--- src/swire_pkg.sv ---
// constants, types and register map of the single-wire identity search controller
// assumes one 100 MHz clock and an open-drain bus with an external pull-up
//
// Notes on behaviour
// - mismatching slaves drop out after selection write
// - reads 0 then 1: all hold 0
// - reads 0 and 0: conflict, choose branch
// - reads 1 and 1: end pass now
// - each good pass yields one 64-bit code
// - pass is reset plus command plus bit slots
// - pass starts with reset; absent or finished clears
// - search command byte follows good presence
// - no conflict: write back the true bit
// - conflict: below repeat, at 1, above 0
// - choosing 0 at conflict records marker
// - bits stored lsb first, bytes fed to crc
// - short pass or bad crc clears position
// - success copies marker, sets finished only if marker is 0, reports found
// - start-first clears position and finished flag
// - crc of every found code is checked
// - bus level is and of all drivers
// - read, read complement, write; 64 times
// - slots 60 to 120 us, 1 us recovery
// - 480 us low reset, then presence sample
package swire_pkg;

  // clock and time base
  localparam int CLK_PERIOD_NS = 10;
  localparam int NS_PER_US = 1000;
  localparam logic [15:0] TICK_DIV_RESET = 16'(NS_PER_US / CLK_PERIOD_NS);

  // bus timing in microseconds
  localparam int RESET_LOW_US = 480;
  localparam int PRESENCE_SAMPLE_US = 70;
  localparam int RESET_TOTAL_US = 960;
  localparam int SLOT_US = 61;
  localparam int RECOVERY_US = 1;
  localparam int WRITE1_LOW_US = 6;
  localparam int READ_LOW_US = 1;
  localparam int READ_SAMPLE_US = 13;
  localparam int US_W = 10;

  // search constants
  localparam logic [7:0] CMD_SEARCH = 8'hF0;
  localparam int ID_BITS = 64;
  localparam logic [6:0] POS_FIRST = 7'h01;
  localparam logic [6:0] POS_END = 7'h41;
  localparam logic [7:0] CRC_POLY_REFL = 8'h8C;

  // register offsets
  localparam logic [7:0] OFF_CTRL = 8'h00;
  localparam logic [7:0] OFF_STATUS = 8'h04;
  localparam logic [7:0] OFF_CODE_LO = 8'h08;
  localparam logic [7:0] OFF_CODE_HI = 8'h0C;
  localparam logic [7:0] OFF_LAST_POS = 8'h10;
  localparam logic [7:0] OFF_TICK_DIV = 8'h14;

  // field positions
  localparam int CTRL_FIRST_BIT = 0;
  localparam int CTRL_NEXT_BIT = 1;
  localparam int ST_BUSY_BIT = 0;
  localparam int ST_FINISHED_BIT = 1;
  localparam int ST_FOUND_BIT = 2;
  localparam int ST_NODEV_BIT = 3;
  localparam int ST_CRCERR_BIT = 4;

  typedef enum logic [1:0] {SLOT_RESET, SLOT_WRITE0, SLOT_WRITE1, SLOT_READ} slot_kind_t;

  typedef struct packed {
    logic done;
    logic found;
    logic no_device;
    logic crc_error;
  } search_result_t;

endpackage

--- src/swire_slot.sv ---
// timed slot engine: reset/presence, write 0, write 1 and read slots
// assumes dq_i is the resolved bus level, synchronous to mclk
`timescale 1ns/10ps
module swire_slot
  import swire_pkg::*;
(
  // clock and reset
  input wire logic mclk,
  input wire logic rst_n,
  input wire logic ce,
  // control
  input wire logic [15:0] tick_div,
  input wire logic go,
  input wire slot_kind_t kind,
  output logic done,
  output logic rx_bit,
  // bus pin
  input wire logic dq_i,
  output logic dq_o,
  output logic dq_oe
);

  logic [15:0] pre_q;
  logic [US_W-1:0] us_q;
  logic busy_q;
  slot_kind_t kind_q;
  logic us_tick;
  logic [US_W-1:0] us_next;
  logic [US_W-1:0] low_us;
  logic [US_W-1:0] sample_us;
  logic [US_W-1:0] end_us;

  // microsecond tick; a divide of 0 behaves as 1
  assign us_tick = (pre_q + 16'h0001 >= tick_div);
  assign us_next = us_q + 1'b1;
  assign low_us = (kind_q == SLOT_RESET) ? US_W'(RESET_LOW_US) :
                  (kind_q == SLOT_WRITE0) ? US_W'(SLOT_US - RECOVERY_US) :
                  (kind_q == SLOT_WRITE1) ? US_W'(WRITE1_LOW_US) : US_W'(READ_LOW_US);
  assign sample_us = (kind_q == SLOT_RESET) ? US_W'(RESET_LOW_US + PRESENCE_SAMPLE_US) :
                     US_W'(READ_SAMPLE_US);
  assign end_us = (kind_q == SLOT_RESET) ? US_W'(RESET_TOTAL_US) : US_W'(SLOT_US);

  always_ff @(posedge mclk or negedge rst_n) begin
    if (!rst_n) begin
      pre_q <= 16'h0000;
    end else if (ce) begin
      pre_q <= (!busy_q || us_tick) ? 16'h0000 : pre_q + 16'h0001;
    end
  end

  always_ff @(posedge mclk or negedge rst_n) begin
    if (!rst_n) begin
      busy_q <= 1'b0;
      done <= 1'b0;
      us_q <= '0;
      kind_q <= SLOT_RESET;
    end else if (ce) begin
      done <= 1'b0;
      if (go && !busy_q) begin
        busy_q <= 1'b1;
        us_q <= '0;
        kind_q <= kind;
      end else if (busy_q && us_tick) begin
        us_q <= us_next;
        if (us_next == end_us) begin
          busy_q <= 1'b0;
          done <= 1'b1;
        end
      end
    end
  end

  // line pulled low from slot start until its low time ends; released for recovery
  always_ff @(posedge mclk or negedge rst_n) begin
    if (!rst_n) begin
      dq_oe <= 1'b0;
      dq_o <= 1'b0;
    end else if (ce) begin
      dq_o <= 1'b0;
      if (go && !busy_q) begin
        dq_oe <= 1'b1;
      end else if (busy_q && us_tick && us_next == low_us) begin
        dq_oe <= 1'b0;
      end
    end
  end

  // sampled level is the and of every driver on the wire
  always_ff @(posedge mclk or negedge rst_n) begin
    if (!rst_n) begin
      rx_bit <= 1'b1;
    end else if (ce && busy_q && us_tick && us_q == sample_us) begin
      rx_bit <= dq_i;
    end
  end

endmodule

--- src/swire_crc8.sv ---
// byte-wise crc-8 (reflected x^8+x^5+x^4+1) over the identity code
// assumes clear and feed are never high together
`timescale 1ns/10ps
module swire_crc8
  import swire_pkg::*;
(
  // clock and reset
  input wire logic mclk,
  input wire logic rst_n,
  input wire logic ce,
  // data
  input wire logic clear,
  input wire logic feed,
  input wire logic [7:0] data,
  output logic [7:0] crc_q
);

  function automatic logic [7:0] crc_byte(input logic [7:0] crc, input logic [7:0] d);
    logic [7:0] c;
    c = crc ^ d;
    for (int i = 0; i < 8; i++) begin
      c = c[0] ? ((c >> 1) ^ CRC_POLY_REFL) : (c >> 1);
    end
    return c;
  endfunction

  always_ff @(posedge mclk or negedge rst_n) begin
    if (!rst_n) begin
      crc_q <= 8'h00;
    end else if (ce) begin
      if (clear) begin
        crc_q <= 8'h00;
      end else if (feed) begin
        crc_q <= crc_byte(crc_q, data);
      end
    end
  end

endmodule

--- src/swire_search.sv ---
// identity search master for a shared open-drain single-wire bus
// assumes a pull-up on the wire, slaves that follow the search protocol,
// and a register master that never issues read and write together
`timescale 1ns/10ps
module swire_search
  import swire_pkg::*;
(
  // clock and reset
  input wire logic mclk,
  input wire logic nrst,
  input wire logic ce,
  // register port
  input wire logic [7:0] addr,
  input wire logic [31:0] wdata,
  input wire logic wr,
  input wire logic rd,
  output logic [31:0] rdata_q,
  // search result
  output search_result_t result_q,
  output logic [ID_BITS-1:0] code_q,
  // bus pin
  input wire logic dq_i,
  output logic dq_o,
  output logic dq_oe
);

  typedef enum logic [2:0] {
    ST_IDLE, ST_RESET, ST_CMD, ST_RD_TRUE, ST_RD_COMP, ST_WR_SEL, ST_FINISH
  } state_t;

  ////////////////////////////////////////////////////////////////////////////
  // reset release
  logic rst_s1_q;
  logic rst_n;

  always_ff @(posedge mclk or negedge nrst) begin
    if (!nrst) begin
      rst_s1_q <= 1'b0;
      rst_n <= 1'b0;
    end else begin
      rst_s1_q <= 1'b1;
      rst_n <= rst_s1_q;
    end
  end

  ////////////////////////////////////////////////////////////////////////////
  // state
  state_t state_q;
  state_t state_d;
  logic [6:0] bit_pos_q;
  logic [2:0] cmd_cnt_q;
  logic true_q;
  logic sel_q;
  logic [6:0] marker_q;
  logic [6:0] last_pos_q;
  logic finished_q;
  logic no_dev_q;
  logic [ID_BITS-1:0] rom_q;
  logic [15:0] tick_div_q;
  logic go_q;
  slot_kind_t kind_q;
  logic [4:0] status_q;

  logic slot_done;
  logic slot_rx;
  logic [7:0] crc;

  // selection bit for one position
  function automatic logic pick_bit(input logic t, input logic c, input logic [6:0] pos,
                                    input logic [6:0] last, input logic prev);
    if (t != c) begin
      return t;
    end else if (pos < last) begin
      return prev;
    end else begin
      return pos == last;
    end
  endfunction

  ////////////////////////////////////////////////////////////////////////////
  // decode
  wire idle = (state_q == ST_IDLE);
  wire wr_ctrl = wr && addr == OFF_CTRL;
  wire start_first = idle && wr_ctrl && wdata[CTRL_FIRST_BIT];
  wire start_next = idle && wr_ctrl && wdata[CTRL_NEXT_BIT] && !wdata[CTRL_FIRST_BIT];
  wire start = start_first || start_next;
  wire rst_done = state_q == ST_RESET && slot_done;
  wire absent = slot_rx || finished_q;
  wire cmd_done = state_q == ST_CMD && slot_done;
  wire comp_done = state_q == ST_RD_COMP && slot_done;
  wire both_ones = true_q && slot_rx;
  wire conflict = !true_q && !slot_rx;
  wire sel_bit = pick_bit(true_q, slot_rx, bit_pos_q, last_pos_q, rom_q[0]);
  wire sel_done = state_q == ST_WR_SEL && slot_done;
  wire byte_end = sel_done && bit_pos_q[2:0] == 3'h0;
  wire pass_ok = bit_pos_q == POS_END && crc == 8'h00;
  wire fin = state_q == ST_FINISH;

  always_comb begin
    state_d = state_q;
    case (state_q)
      ST_IDLE: if (start) state_d = ST_RESET;
      ST_RESET: if (slot_done) state_d = absent ? ST_FINISH : ST_CMD;
      ST_CMD: if (slot_done && cmd_cnt_q == 3'h7) state_d = ST_RD_TRUE;
      ST_RD_TRUE: if (slot_done) state_d = ST_RD_COMP;
      ST_RD_COMP: if (slot_done) state_d = both_ones ? ST_FINISH : ST_WR_SEL;
      ST_WR_SEL: if (slot_done) state_d = (bit_pos_q == 7'(ID_BITS)) ? ST_FINISH : ST_RD_TRUE;
      ST_FINISH: state_d = ST_IDLE;
      default: state_d = ST_IDLE;
    endcase
  end

  always_ff @(posedge mclk or negedge rst_n) begin
    if (!rst_n) begin
      state_q <= ST_IDLE;
    end else if (ce) begin
      state_q <= state_d;
    end
  end

  ////////////////////////////////////////////////////////////////////////////
  // slot requests
  wire go_d = start || (rst_done && !absent) || (state_d != state_q && !fin &&
              state_d != ST_FINISH && state_d != ST_CMD) || (cmd_done && cmd_cnt_q != 3'h7);
  wire [2:0] cmd_next = (state_q == ST_CMD) ? cmd_cnt_q + 3'h1 : 3'h0;
  wire slot_kind_t kind_d = start ? SLOT_RESET :
                           (rst_done || cmd_done && cmd_cnt_q != 3'h7) ?
                           (CMD_SEARCH[cmd_next] ? SLOT_WRITE1 : SLOT_WRITE0) :
                           comp_done ? (sel_bit ? SLOT_WRITE1 : SLOT_WRITE0) : SLOT_READ;

  always_ff @(posedge mclk or negedge rst_n) begin
    if (!rst_n) begin
      go_q <= 1'b0;
      kind_q <= SLOT_RESET;
    end else if (ce) begin
      go_q <= go_d;
      kind_q <= kind_d;
    end
  end

  always_ff @(posedge mclk or negedge rst_n) begin
    if (!rst_n) begin
      cmd_cnt_q <= 3'h0;
    end else if (ce && (rst_done || cmd_done)) begin
      cmd_cnt_q <= cmd_next;
    end
  end

  ////////////////////////////////////////////////////////////////////////////
  // search datapath
  always_ff @(posedge mclk or negedge rst_n) begin
    if (!rst_n) begin
      true_q <= 1'b0;
    end else if (ce && state_q == ST_RD_TRUE && slot_done) begin
      true_q <= slot_rx;
    end
  end

  // rotating the code puts the previous pass's bit for this position in bit 0
  always_ff @(posedge mclk or negedge rst_n) begin
    if (!rst_n) begin
      rom_q <= '0;
      sel_q <= 1'b0;
    end else if (ce && comp_done && !both_ones) begin
      rom_q <= {sel_bit, rom_q[ID_BITS-1:1]};
      sel_q <= sel_bit;
    end
  end

  always_ff @(posedge mclk or negedge rst_n) begin
    if (!rst_n) begin
      marker_q <= 7'h00;
    end else if (ce) begin
      if (start) begin
        marker_q <= 7'h00;
      end else if (comp_done && conflict && !sel_bit) begin
        marker_q <= bit_pos_q;
      end
    end
  end

  always_ff @(posedge mclk or negedge rst_n) begin
    if (!rst_n) begin
      bit_pos_q <= POS_FIRST;
    end else if (ce) begin
      if (start) begin
        bit_pos_q <= POS_FIRST;
      end else if (sel_done) begin
        bit_pos_q <= bit_pos_q + 7'h01;
      end
    end
  end

  always_ff @(posedge mclk or negedge rst_n) begin
    if (!rst_n) begin
      no_dev_q <= 1'b0;
    end else if (ce) begin
      if (start) begin
        no_dev_q <= 1'b0;
      end else if ((rst_done && absent) || (comp_done && both_ones)) begin
        no_dev_q <= 1'b1;
      end
    end
  end

  ////////////////////////////////////////////////////////////////////////////
  // pass outcome
  always_ff @(posedge mclk or negedge rst_n) begin
    if (!rst_n) begin
      last_pos_q <= 7'h00;
      finished_q <= 1'b0;
    end else if (ce) begin
      if (start_first) begin
        last_pos_q <= 7'h00;
        finished_q <= 1'b0;
      end else if (fin && !pass_ok) begin
        last_pos_q <= 7'h00;
      end else if (fin) begin
        last_pos_q <= marker_q;
        finished_q <= marker_q == 7'h00;
      end
    end
  end

  always_ff @(posedge mclk or negedge rst_n) begin
    if (!rst_n) begin
      result_q <= '0;
      code_q <= '0;
    end else if (ce) begin
      result_q <= '0;
      if (fin) begin
        result_q.done <= 1'b1;
        result_q.found <= pass_ok;
        result_q.no_device <= no_dev_q;
        result_q.crc_error <= !no_dev_q && !pass_ok;
        if (pass_ok) begin
          code_q <= rom_q;
        end
      end
    end
  end

  ////////////////////////////////////////////////////////////////////////////
  // register port
  always_ff @(posedge mclk or negedge rst_n) begin
    if (!rst_n) begin
      tick_div_q <= TICK_DIV_RESET;
    end else if (ce && wr && addr == OFF_TICK_DIV) begin
      tick_div_q <= wdata[15:0];
    end
  end

  // outcome bits hold until the next pass starts
  always_ff @(posedge mclk or negedge rst_n) begin
    if (!rst_n) begin
      status_q <= 5'h00;
    end else if (ce) begin
      status_q[ST_BUSY_BIT] <= state_d != ST_IDLE;
      status_q[ST_FINISHED_BIT] <= finished_q;
      if (start) begin
        status_q[ST_CRCERR_BIT:ST_FOUND_BIT] <= 3'h0;
      end else if (result_q.done) begin
        status_q[ST_FOUND_BIT] <= result_q.found;
        status_q[ST_NODEV_BIT] <= result_q.no_device;
        status_q[ST_CRCERR_BIT] <= result_q.crc_error;
      end
    end
  end

  wire [31:0] rd_mux = (addr == OFF_STATUS) ? {27'h0, status_q} :
                       (addr == OFF_CODE_LO) ? code_q[31:0] :
                       (addr == OFF_CODE_HI) ? code_q[63:32] :
                       (addr == OFF_LAST_POS) ? {25'h0, last_pos_q} :
                       (addr == OFF_TICK_DIV) ? {16'h0, tick_div_q} : 32'h0;

  always_ff @(posedge mclk or negedge rst_n) begin
    if (!rst_n) begin
      rdata_q <= 32'h0;
    end else if (ce) begin
      rdata_q <= rd ? rd_mux : 32'h0;
    end
  end

  ////////////////////////////////////////////////////////////////////////////
  // slot engine and crc
  swire_slot u_slot (
    .mclk(mclk),
    .rst_n(rst_n),
    .ce(ce),
    .tick_div(tick_div_q),
    .go(go_q),
    .kind(kind_q),
    .done(slot_done),
    .rx_bit(slot_rx),
    .dq_i(dq_i),
    .dq_o(dq_o),
    .dq_oe(dq_oe)
  );

  swire_crc8 u_crc (
    .mclk(mclk),
    .rst_n(rst_n),
    .ce(ce),
    .clear(start),
    .feed(ce && byte_end),
    .data(rom_q[ID_BITS-1 -: 8]),
    .crc_q(crc)
  );
endmodule

--- config.mk ---
export PLATFORM = sky130hd
export DESIGN_NAME = swire_search
export DESIGN_NICKNAME = d
export VERILOG_FILES = /design/src/swire_pkg.sv /design/src/swire_slot.sv /design/src/swire_crc8.sv /design/src/swire_search.sv
export SDC_FILE = /design/constraint.sdc
export NUM_CORES = 1
export LEC_CHECK = 0
export ABC_CLOCK_PERIOD_IN_PS = 13900
export BUFFER_PORTS_ARGS = -buffer_cell sky130_fd_sc_hd__buf_2
export CORE_MARGIN = 1.5
export CORE_UTILIZATION = 46
export CTS_BUF_LIST = sky130_fd_sc_hd__clkbuf_4
export DETAILED_ROUTE_END_ITERATION = 16
export PLACE_DENSITY = 0.74
export RECOVER_POWER = 100
export SYNTH_ARGS = -nofsm -noshare
export SYNTH_HDL_FRONTEND = slang
export SYNTH_SLANG_ARGS = --single-unit
--- constraint.sdc ---
create_clock -name mclk -period 13.9 [get_ports mclk]
set_clock_uncertainty 0.1 [all_clocks]
set_input_delay 4.17 -clock mclk [delete_from_list [all_inputs] [get_ports mclk]]
set_output_delay 4.17 -clock mclk [all_outputs]
set_load 0.02 [all_outputs]
Yosys cells after proc, flatten, opt, wreduce, memory -nomap -nowiden
Memories as Yosys holds them, arrays and structs flattened.
Index checks and enable logic that the tools add are counted.
- register bits: 260
- memory bits (read-only): 8
- input port bits: 46
- output and inout port bits: 102
- word-level logic and storage cells: 226
- memories kept: 1
- memories (name ; words ; bits a word ; rd ports ; clocked after memory_dff ; wr ports ; RTL line ; source):
    (no name shown) ; 8 ; 1 ; 1 ; 0 ; 0 ; swire_search.sv:128 ; (CMD_SEARCH[cmd_next] ? SLOT_WRITE1 : SLOT_WRITE0) :
- $add $sub $neg: 4
- order comparisons: 3
- eq/ne operators: 26
- mux-type cells: 66
- bitwise gates (word level): 9
- reduce and logical (&&, ||, !) cells: 87
- operators by type and width (kind ; count):
    $mux W32 ; 4
    $mux W8 ; 10
    $mux W10 ; 6
    $mux W7 ; 7
    $mux W16 ; 3
    $logic_and A1 B1 Y1 ; 39
    $mux W3 ; 12
    $eq A10 B10 Y1 ; 3
    $not A2 Y3 ; 8
    $pmux W3 S6 ; 1
    $reduce_and A2 Y1 ; 9
    $reduce_bool A2 Y1 ; 9
    $add A16 B1 Y16 const B ; 1
    $eq A8 B4 Y1 const B ; 2
    $eq A8 B5 Y1 const B ; 2
    $ge A16 B16 Y1 ; 1
    $logic_not A8 Y1 ; 2
    $mux W1 ; 16
    $eq A7 B7 Y1 const B ; 2
    $eq A3 B3 Y1 const B ; 4
    $mux W2 ; 6
    $add A10 B1 Y10 const B ; 1
    $logic_not A1 Y1 ; 10
    $logic_or A1 B1 Y1 ; 9
    other kinds (22) ; 28

Depth between registers and ports, before layout
- depth after elaboration: 19
- mapped depth: 13
- mapped depth without buffers: 12

By module
A second synthesis with hierarchy kept.
- cell total of the unflattened synthesis: 1081
- area, all modules: 12756.0 sq um
- by module, submodules not included (module ; times used ; cells each ; area an instance (sq um) ; seq. area each (sq um)):
    swire_search ; 1 ; 730 ; 9643.0 ; 5510.3
    swire_slot ; 1 ; 305 ; 2560.0 ; 802.0
    swire_crc8 ; 1 ; 46 ; 553.0 ; 200.2

Least setup slack after synthesis
No wires, ideal clock.
- kind: input to register
- start: input addr[1]
- end: register tick_div_q[10]
- setup time: 0.125 ns
- arrival: 5.818 ns
- data required time: 13.675 ns
- slack: 7.857 ns
- stages on the path: 7
- path buffers: 2
- cells stage by stage: or4_4 nor3_4 and3_1 buf_6 nand3_4 buf_6 mux2_4
- word-level cells in the longest chain between the ends: 2
- ends and longest elaborated chain (element ; RTL line ; source):
    start, declared ; swire_search.sv:13 ; input wire logic [7:0] addr,
    $eq A8 B5 Y1 ; swire_search.sv:248 ; end else if (ce && wr && addr == OFF_TICK_DIV) begin
    $logic_and A1 B1 Y1 ; swire_search.sv:248 ;
    end signal, assigned ; swire_search.sv:249 ; tick_div_q <= wdata[15:0];
    end, declared ; swire_search.sv:59 ; logic [15:0] tick_div_q;
Every way passes these cells.
A chain may end at the register's enable or synchronous reset.

Final worst setup path
- start: input ce
- end: register rom_q[41]
- word-level cells in the longest chain between the ends: 2
- ends and longest elaborated chain (element ; RTL line ; source):
    start, declared ; swire_search.sv:11 ; input wire logic ce,
    $logic_and A1 B1 Y1 (2 in a row) ; swire_search.sv:164 ; end else if (ce && comp_done && !both_ones) begin
    end signal, assigned ; swire_search.sv:165 ; rom_q <= {sel_bit, rom_q[ID_BITS-1:1]};
    end, declared ; swire_search.sv:58 ; logic [ID_BITS-1:0] rom_q;
Every way passes these cells.

==> insert_results.sql <==
INSERT INTO impl_metrics (metric_group, metric, value, unit) VALUES
('sta', 'slew_viol_final', '314', ''),
('clock_network', 'holdBufCountCts', '0', ''),
('sta', 'timing_worst_slew_pin_value', '4.04', 'ns'),
('global_route', 'grt_overflow', '0', ''),
('route', 'avgViaCountPerCell', '5.62', ''),
('synth', 'post_synth_instance_area', '0.0124', 'sq mm'),
('synth', 'synth-edff-count', '0', ''),
('synth', 'yosys_warnings', '0', ''),
('global_route', 'wire_length_of_the_first_global_routing_pass', '49300', 'um'),
('sta', 'final-setup-viol-count', '0', ''),
('worst_hold_path', 'min_path_type', 'reg -> reg', ''),
('clock_network', 'cts.repair.resized', '0', ''),
('setup_path', 'crit_path_max_fanout', '65', ''),
('power_and_ir_drop', 'power.share.clock', '37.9', '%'),
('power_and_ir_drop', 'ir_worst_vdd', '0.0684', 'mV'),
('synth', 'synth_flop_cell', 'dfrtp_1', ''),
('floorplanning', 'width_of_the_die', '167', 'um'),
('floorplanning', 'die_area', '0.0280', 'sq mm'),
('clock_network', 'tritoncts', 'done', ''),
('synth', 'postSynthNetCount', '1252', ''),
('clock_network', 'clk_transition_reported_paths', '0.06', 'ns'),
('synth', 'post_synth_inst_count', '1170', ''),
('setup_path', 'cpMostUsedCell', 'clkbuf_1', ''),
('power_and_ir_drop', 'sequentialPowerShare', '49.4', '%'),
('clock_network', 'clock_tree.buffer_depth', '3', ''),
('global_route', 'track_usage', '21.9', '%'),
('route', 'detail_route.drc_violations', '0', ''),
('setup_path', 'critical_path.cell_chain', 'clkbuf_1 > and3_1 > nor2b_2 > clkbuf_1 > mux2_2', ''),
('final_layout', 'num-fill-cells', '2432', ''),
('floorplanning', 'core_area', '0.0263', 'sq mm'),
('synth', 'synth.ff_latch_count', '260', ''),
('clock_network', 'cts_root_buffer', 'clkbuf_4', ''),
('route', 'final_antenna_net_count', '0', ''),
('floorplanning', 'dieHeight', '167', 'um'),
('setup_path', 'worst_path_largest_cell_delay', '2.50', 'ns'),
('synth', 'synthesis.area_per_instance', '10.6', 'sq um'),
('route', 'drtIter0Drc', '844', ''),
('setup_path', 'worst_ep_arrival_time', '9.08', 'ns'),
('power_and_ir_drop', 'netSwitchingPower', '476', 'uW'),
('outcome', 'failing_checks', 'capacitance limit, slew limit', ''),
('power_and_ir_drop', 'swShare', '28.8', '%'),
('floorplanning', 'fp-row-count', '59', ''),
('global_route', 'grt_pass1_vias', '9378', ''),
('power_and_ir_drop', 'comb_power_share', '12.7', '%'),
('global_route', 'grt_max_degree', '183', ''),
('route', 'postRouteWirelength', '29900', 'um'),
('placement', 'place_ws', '7.23', 'ns'),
('placement', 'numPortBuffers', '130', ''),
('clock_network', 'cts_num_sinks', '260', ''),
('clock_network', 'cts.htree.levels', '3', ''),
('final_layout', 'finish.net_count', '1394', ''),
('power_and_ir_drop', 'leak_pwr', '6.69', 'nW'),
('setup_path', 'setup_crit_end_kind', 'register', ''),
('sta', 'slew-limit-headroom', '-169', '%'),
('synth', 'synth-seq-area-share', '52.4', '%'),
('global_route', 'antenna_violations_before_repair', '8', ''),
('setup_path', 'criticalPathCategory', 'in -> reg', ''),
('setup_path', 'crit_path_start_kind', 'primary input', ''),
('clock_network', 'numCtsBuffers', '66', ''),
('final_layout', 'drive_above_1_share', '16.6', '%'),
('sta', 'worst_slack', '5.26', 'ns'),
('outcome', 'run_status', 'finished, violations left', ''),
('final_layout', 'flow.area_growth_from_synthesis', '11.6', '%'),
('floorplanning', 'floorplan.initialDensity', '47.3', '%'),
('clock_network', 'insertion_delay', '0.68', 'ns'),
('route', 'number_of_optimization_iterations_in_the_first_detailed_route_pass', '8', ''),
('synth', 'synth.lib_cells_used.distinct', '72', ''),
('sta', 'layout_min_cycle_time', '8.64', 'ns'),
('clock_network', 'cts_setup_buffers', '0', ''),
('sta', 'hold_violations', '0', ''),
('power_and_ir_drop', 'powerDensity', '120', 'mW/mm^2'),
('setup_path', 'critPathSlowestCell', 'clkbuf_1', ''),
('power_and_ir_drop', 'power', '1.66', 'mW'),
('setup_path', 'cp.required', '14.33', 'ns'),
('route', 'route.vias.total', '9498', ''),
('synth', 'asyncSetResetFlopFracSynth', '100', '%'),
('placement', 'dp_hpwl', '19800', 'um'),
('floorplanning', 'top_level_ports', '148', ''),
('power_and_ir_drop', 'p_int', '1.18', 'mW'),
('route', 'routed_wire_length_per_instance', '17.7', 'um'),
('sta', 'max_freq', '116', 'MHz'),
('sta', 'final_cycle_share', '62.2', '%'),
('run', 'maxCapViolations', '5', ''),
('sta', 'sum_neg_setup_slack', '0', 'ns'),
('placement', 'gp_congestion', '0.912', ''),
('sta', 'rsz0062_at_grt', 'false', '');
## placed cells by master (no fill, tap or decap), types with 4 or more instances in the layout
cell type | Yosys | routed
nor2b_1 | 8 | 7
dfstp_2 | 5 | 5
o31ai_1 | 7 | 7
nand2b_1 | 8 | 8
mux2_2 | 73 | 73
nor3_1 | 16 | 17
mux2i_1 | 13 | 13
o211ai_1 | 4 | 4
buf_4 | 9 | 4
a31oi_1 | 8 | 8
nand2_1 | 249 | 249
a221oi_1 | 8 | 8
nor2_1 | 36 | 36
inv_1 | 38 | 38
nand4_1 | 10 | 10
and3_1 | 16 | 15
clkbuf_4 | 0 | 91
ha_1 | 36 | 36
diode_2 | 0 | 8
a22oi_1 | 17 | 17
nand3_1 | 31 | 31
o2bb2ai_1 | 27 | 27
dfrtp_1 | 255 | 254
clkbuf_1 | 32 | 108
o21ai_0 | 30 | 30
a22o_1 | 25 | 25
nor3b_1 | 10 | 10
xnor2_1 | 44 | 44
a21oi_1 | 31 | 31
mux2_1 | 0 | 10
a21o_1 | 7 | 7
xor2_1 | 7 | 7
nor4_1 | 5 | 6
buf_2 | 19 | 27
a222oi_1 | 9 | 9
## kinds of logic after synthesis
| logic type | share of synthesized area (%) |
|---|---|
| adder cells (fa/ha/maj) | 3.63 |
| AND/OR/NAND/NOR | 16.0 |
| other | 0.0605 |
| buffers and inverters | 3.73 |
| flip-flops | 52.4 |
| XOR/XNOR | 3.60 |
| AO/OA/AOI/OAI | 11.7 |
| multiplexers | 8.87 |
## sequential cells by signal (all words and copies together), names as in the netlist, 2 cells and up
signal	count
code_q	64
rom_q	64
rdata_q	32
tick_div_q	16
u_slot.pre_q	16
u_slot.us_q	10
u_crc.crc_q	8
bit_pos_q	7
last_pos_q	7
marker_q	7
status_q	5
result_q	4
cmd_cnt_q	3
state_q	3
kind_q	2
u_slot.kind_q	2
## power by group through the flow
| stage | Clock (mW) | Sequential [mW] | Combinational [mW] |
|---|---|---|---|
| after global routing | 0.683 | 0.823 | 0.239 |
| after floorplan | 0 | 0.820 | 0.169 |
| after global placement | 0 | 0.831 | 0.207 |
| final | 0.629 | 0.819 | 0.210 |
| after detailed placement | 0 | 0.831 | 0.214 |
| after CTS | 0.648 | 0.817 | 0.215 |
## metrics by stage
| stage | cell area (sq um) | instances | utilization [%] | hold slack (ns) |
|---|---|---|---|---|
| after floorplan | 12400 | 1170 | - | 0.231 |
| after global placement | 13300 | 1579 | 50.6 | 0.241 |
| after detailed placement | 13300 | 1579 | 50.6 | 0.246 |
| after CTS | 14100 | 1682 | 53.5 | 0.262 |
| after global routing | 13900 | 1689 | 52.7 | 0.268 |
| final | 13900 | 1690 | 52.7 | 0.258 |
## synthesized netlist by cell type (27+ instances only)
master	n	area share [%]
xnor2_1	44	3.1
nor2_1	36	1.1
o21ai_0	30	1.2
mux2_2	73	6.6
o2bb2ai_1	27	1.9
inv_1	38	1.1
dfrtp_1	255	51
a21oi_1	31	1.2
clkbuf_1	32	0.97
nand3_1	31	1.2
ha_1	36	3.6
nand2_1	249	7.5
## worst max-delay path, delay by kind of cell
| family | cells | cell delay, ns |
|---|---|---|
| buffers and inverters | 2 | 3.71 |
| multiplexers | 1 | 0.50 |
| AND/OR/NAND/NOR | 2 | 0.59 |
## worst paths after layout
kind	startpoint	end	slack, ns	cells after the start
worst max register to register	bit_pos_q[0]	finished_q	8.66	8
min in group asynchronous	rst_n	code_q[60]	0.38	1
worst max-delay path	ce	rom_q[41]	5.26	5
worst min-delay path	rst_s1_q	rst_n	0.26	0
max in group asynchronous	rst_n	rom_q[40]	8.79	2
worst min register to register	rst_s1_q	rst_n	0.26	0
## per-layer routing
layer,global-route usage [%],up-vias,part of all wire (%)
met3,5.48,60,7.7
met1,30.3,4679,45
met2,33.2,333,45
met4,8.77,0,2.7
li1,-,4426,-
met5,0,-,0
## area by class of cell
type	instances	area, sq um	area share, %
sequential	260	6520	47.0
inverter	38	143	1.03
clock buffer	91	683	4.93
timing repair buffer	140	591	4.26
clock inverter	12	92.6	0.668
tap	335	419	3.02
antenna	8	20.0	0.144
multi-input combinational	806	5390	38.9
No activity file was read; power rests on OpenSTA's default activity.
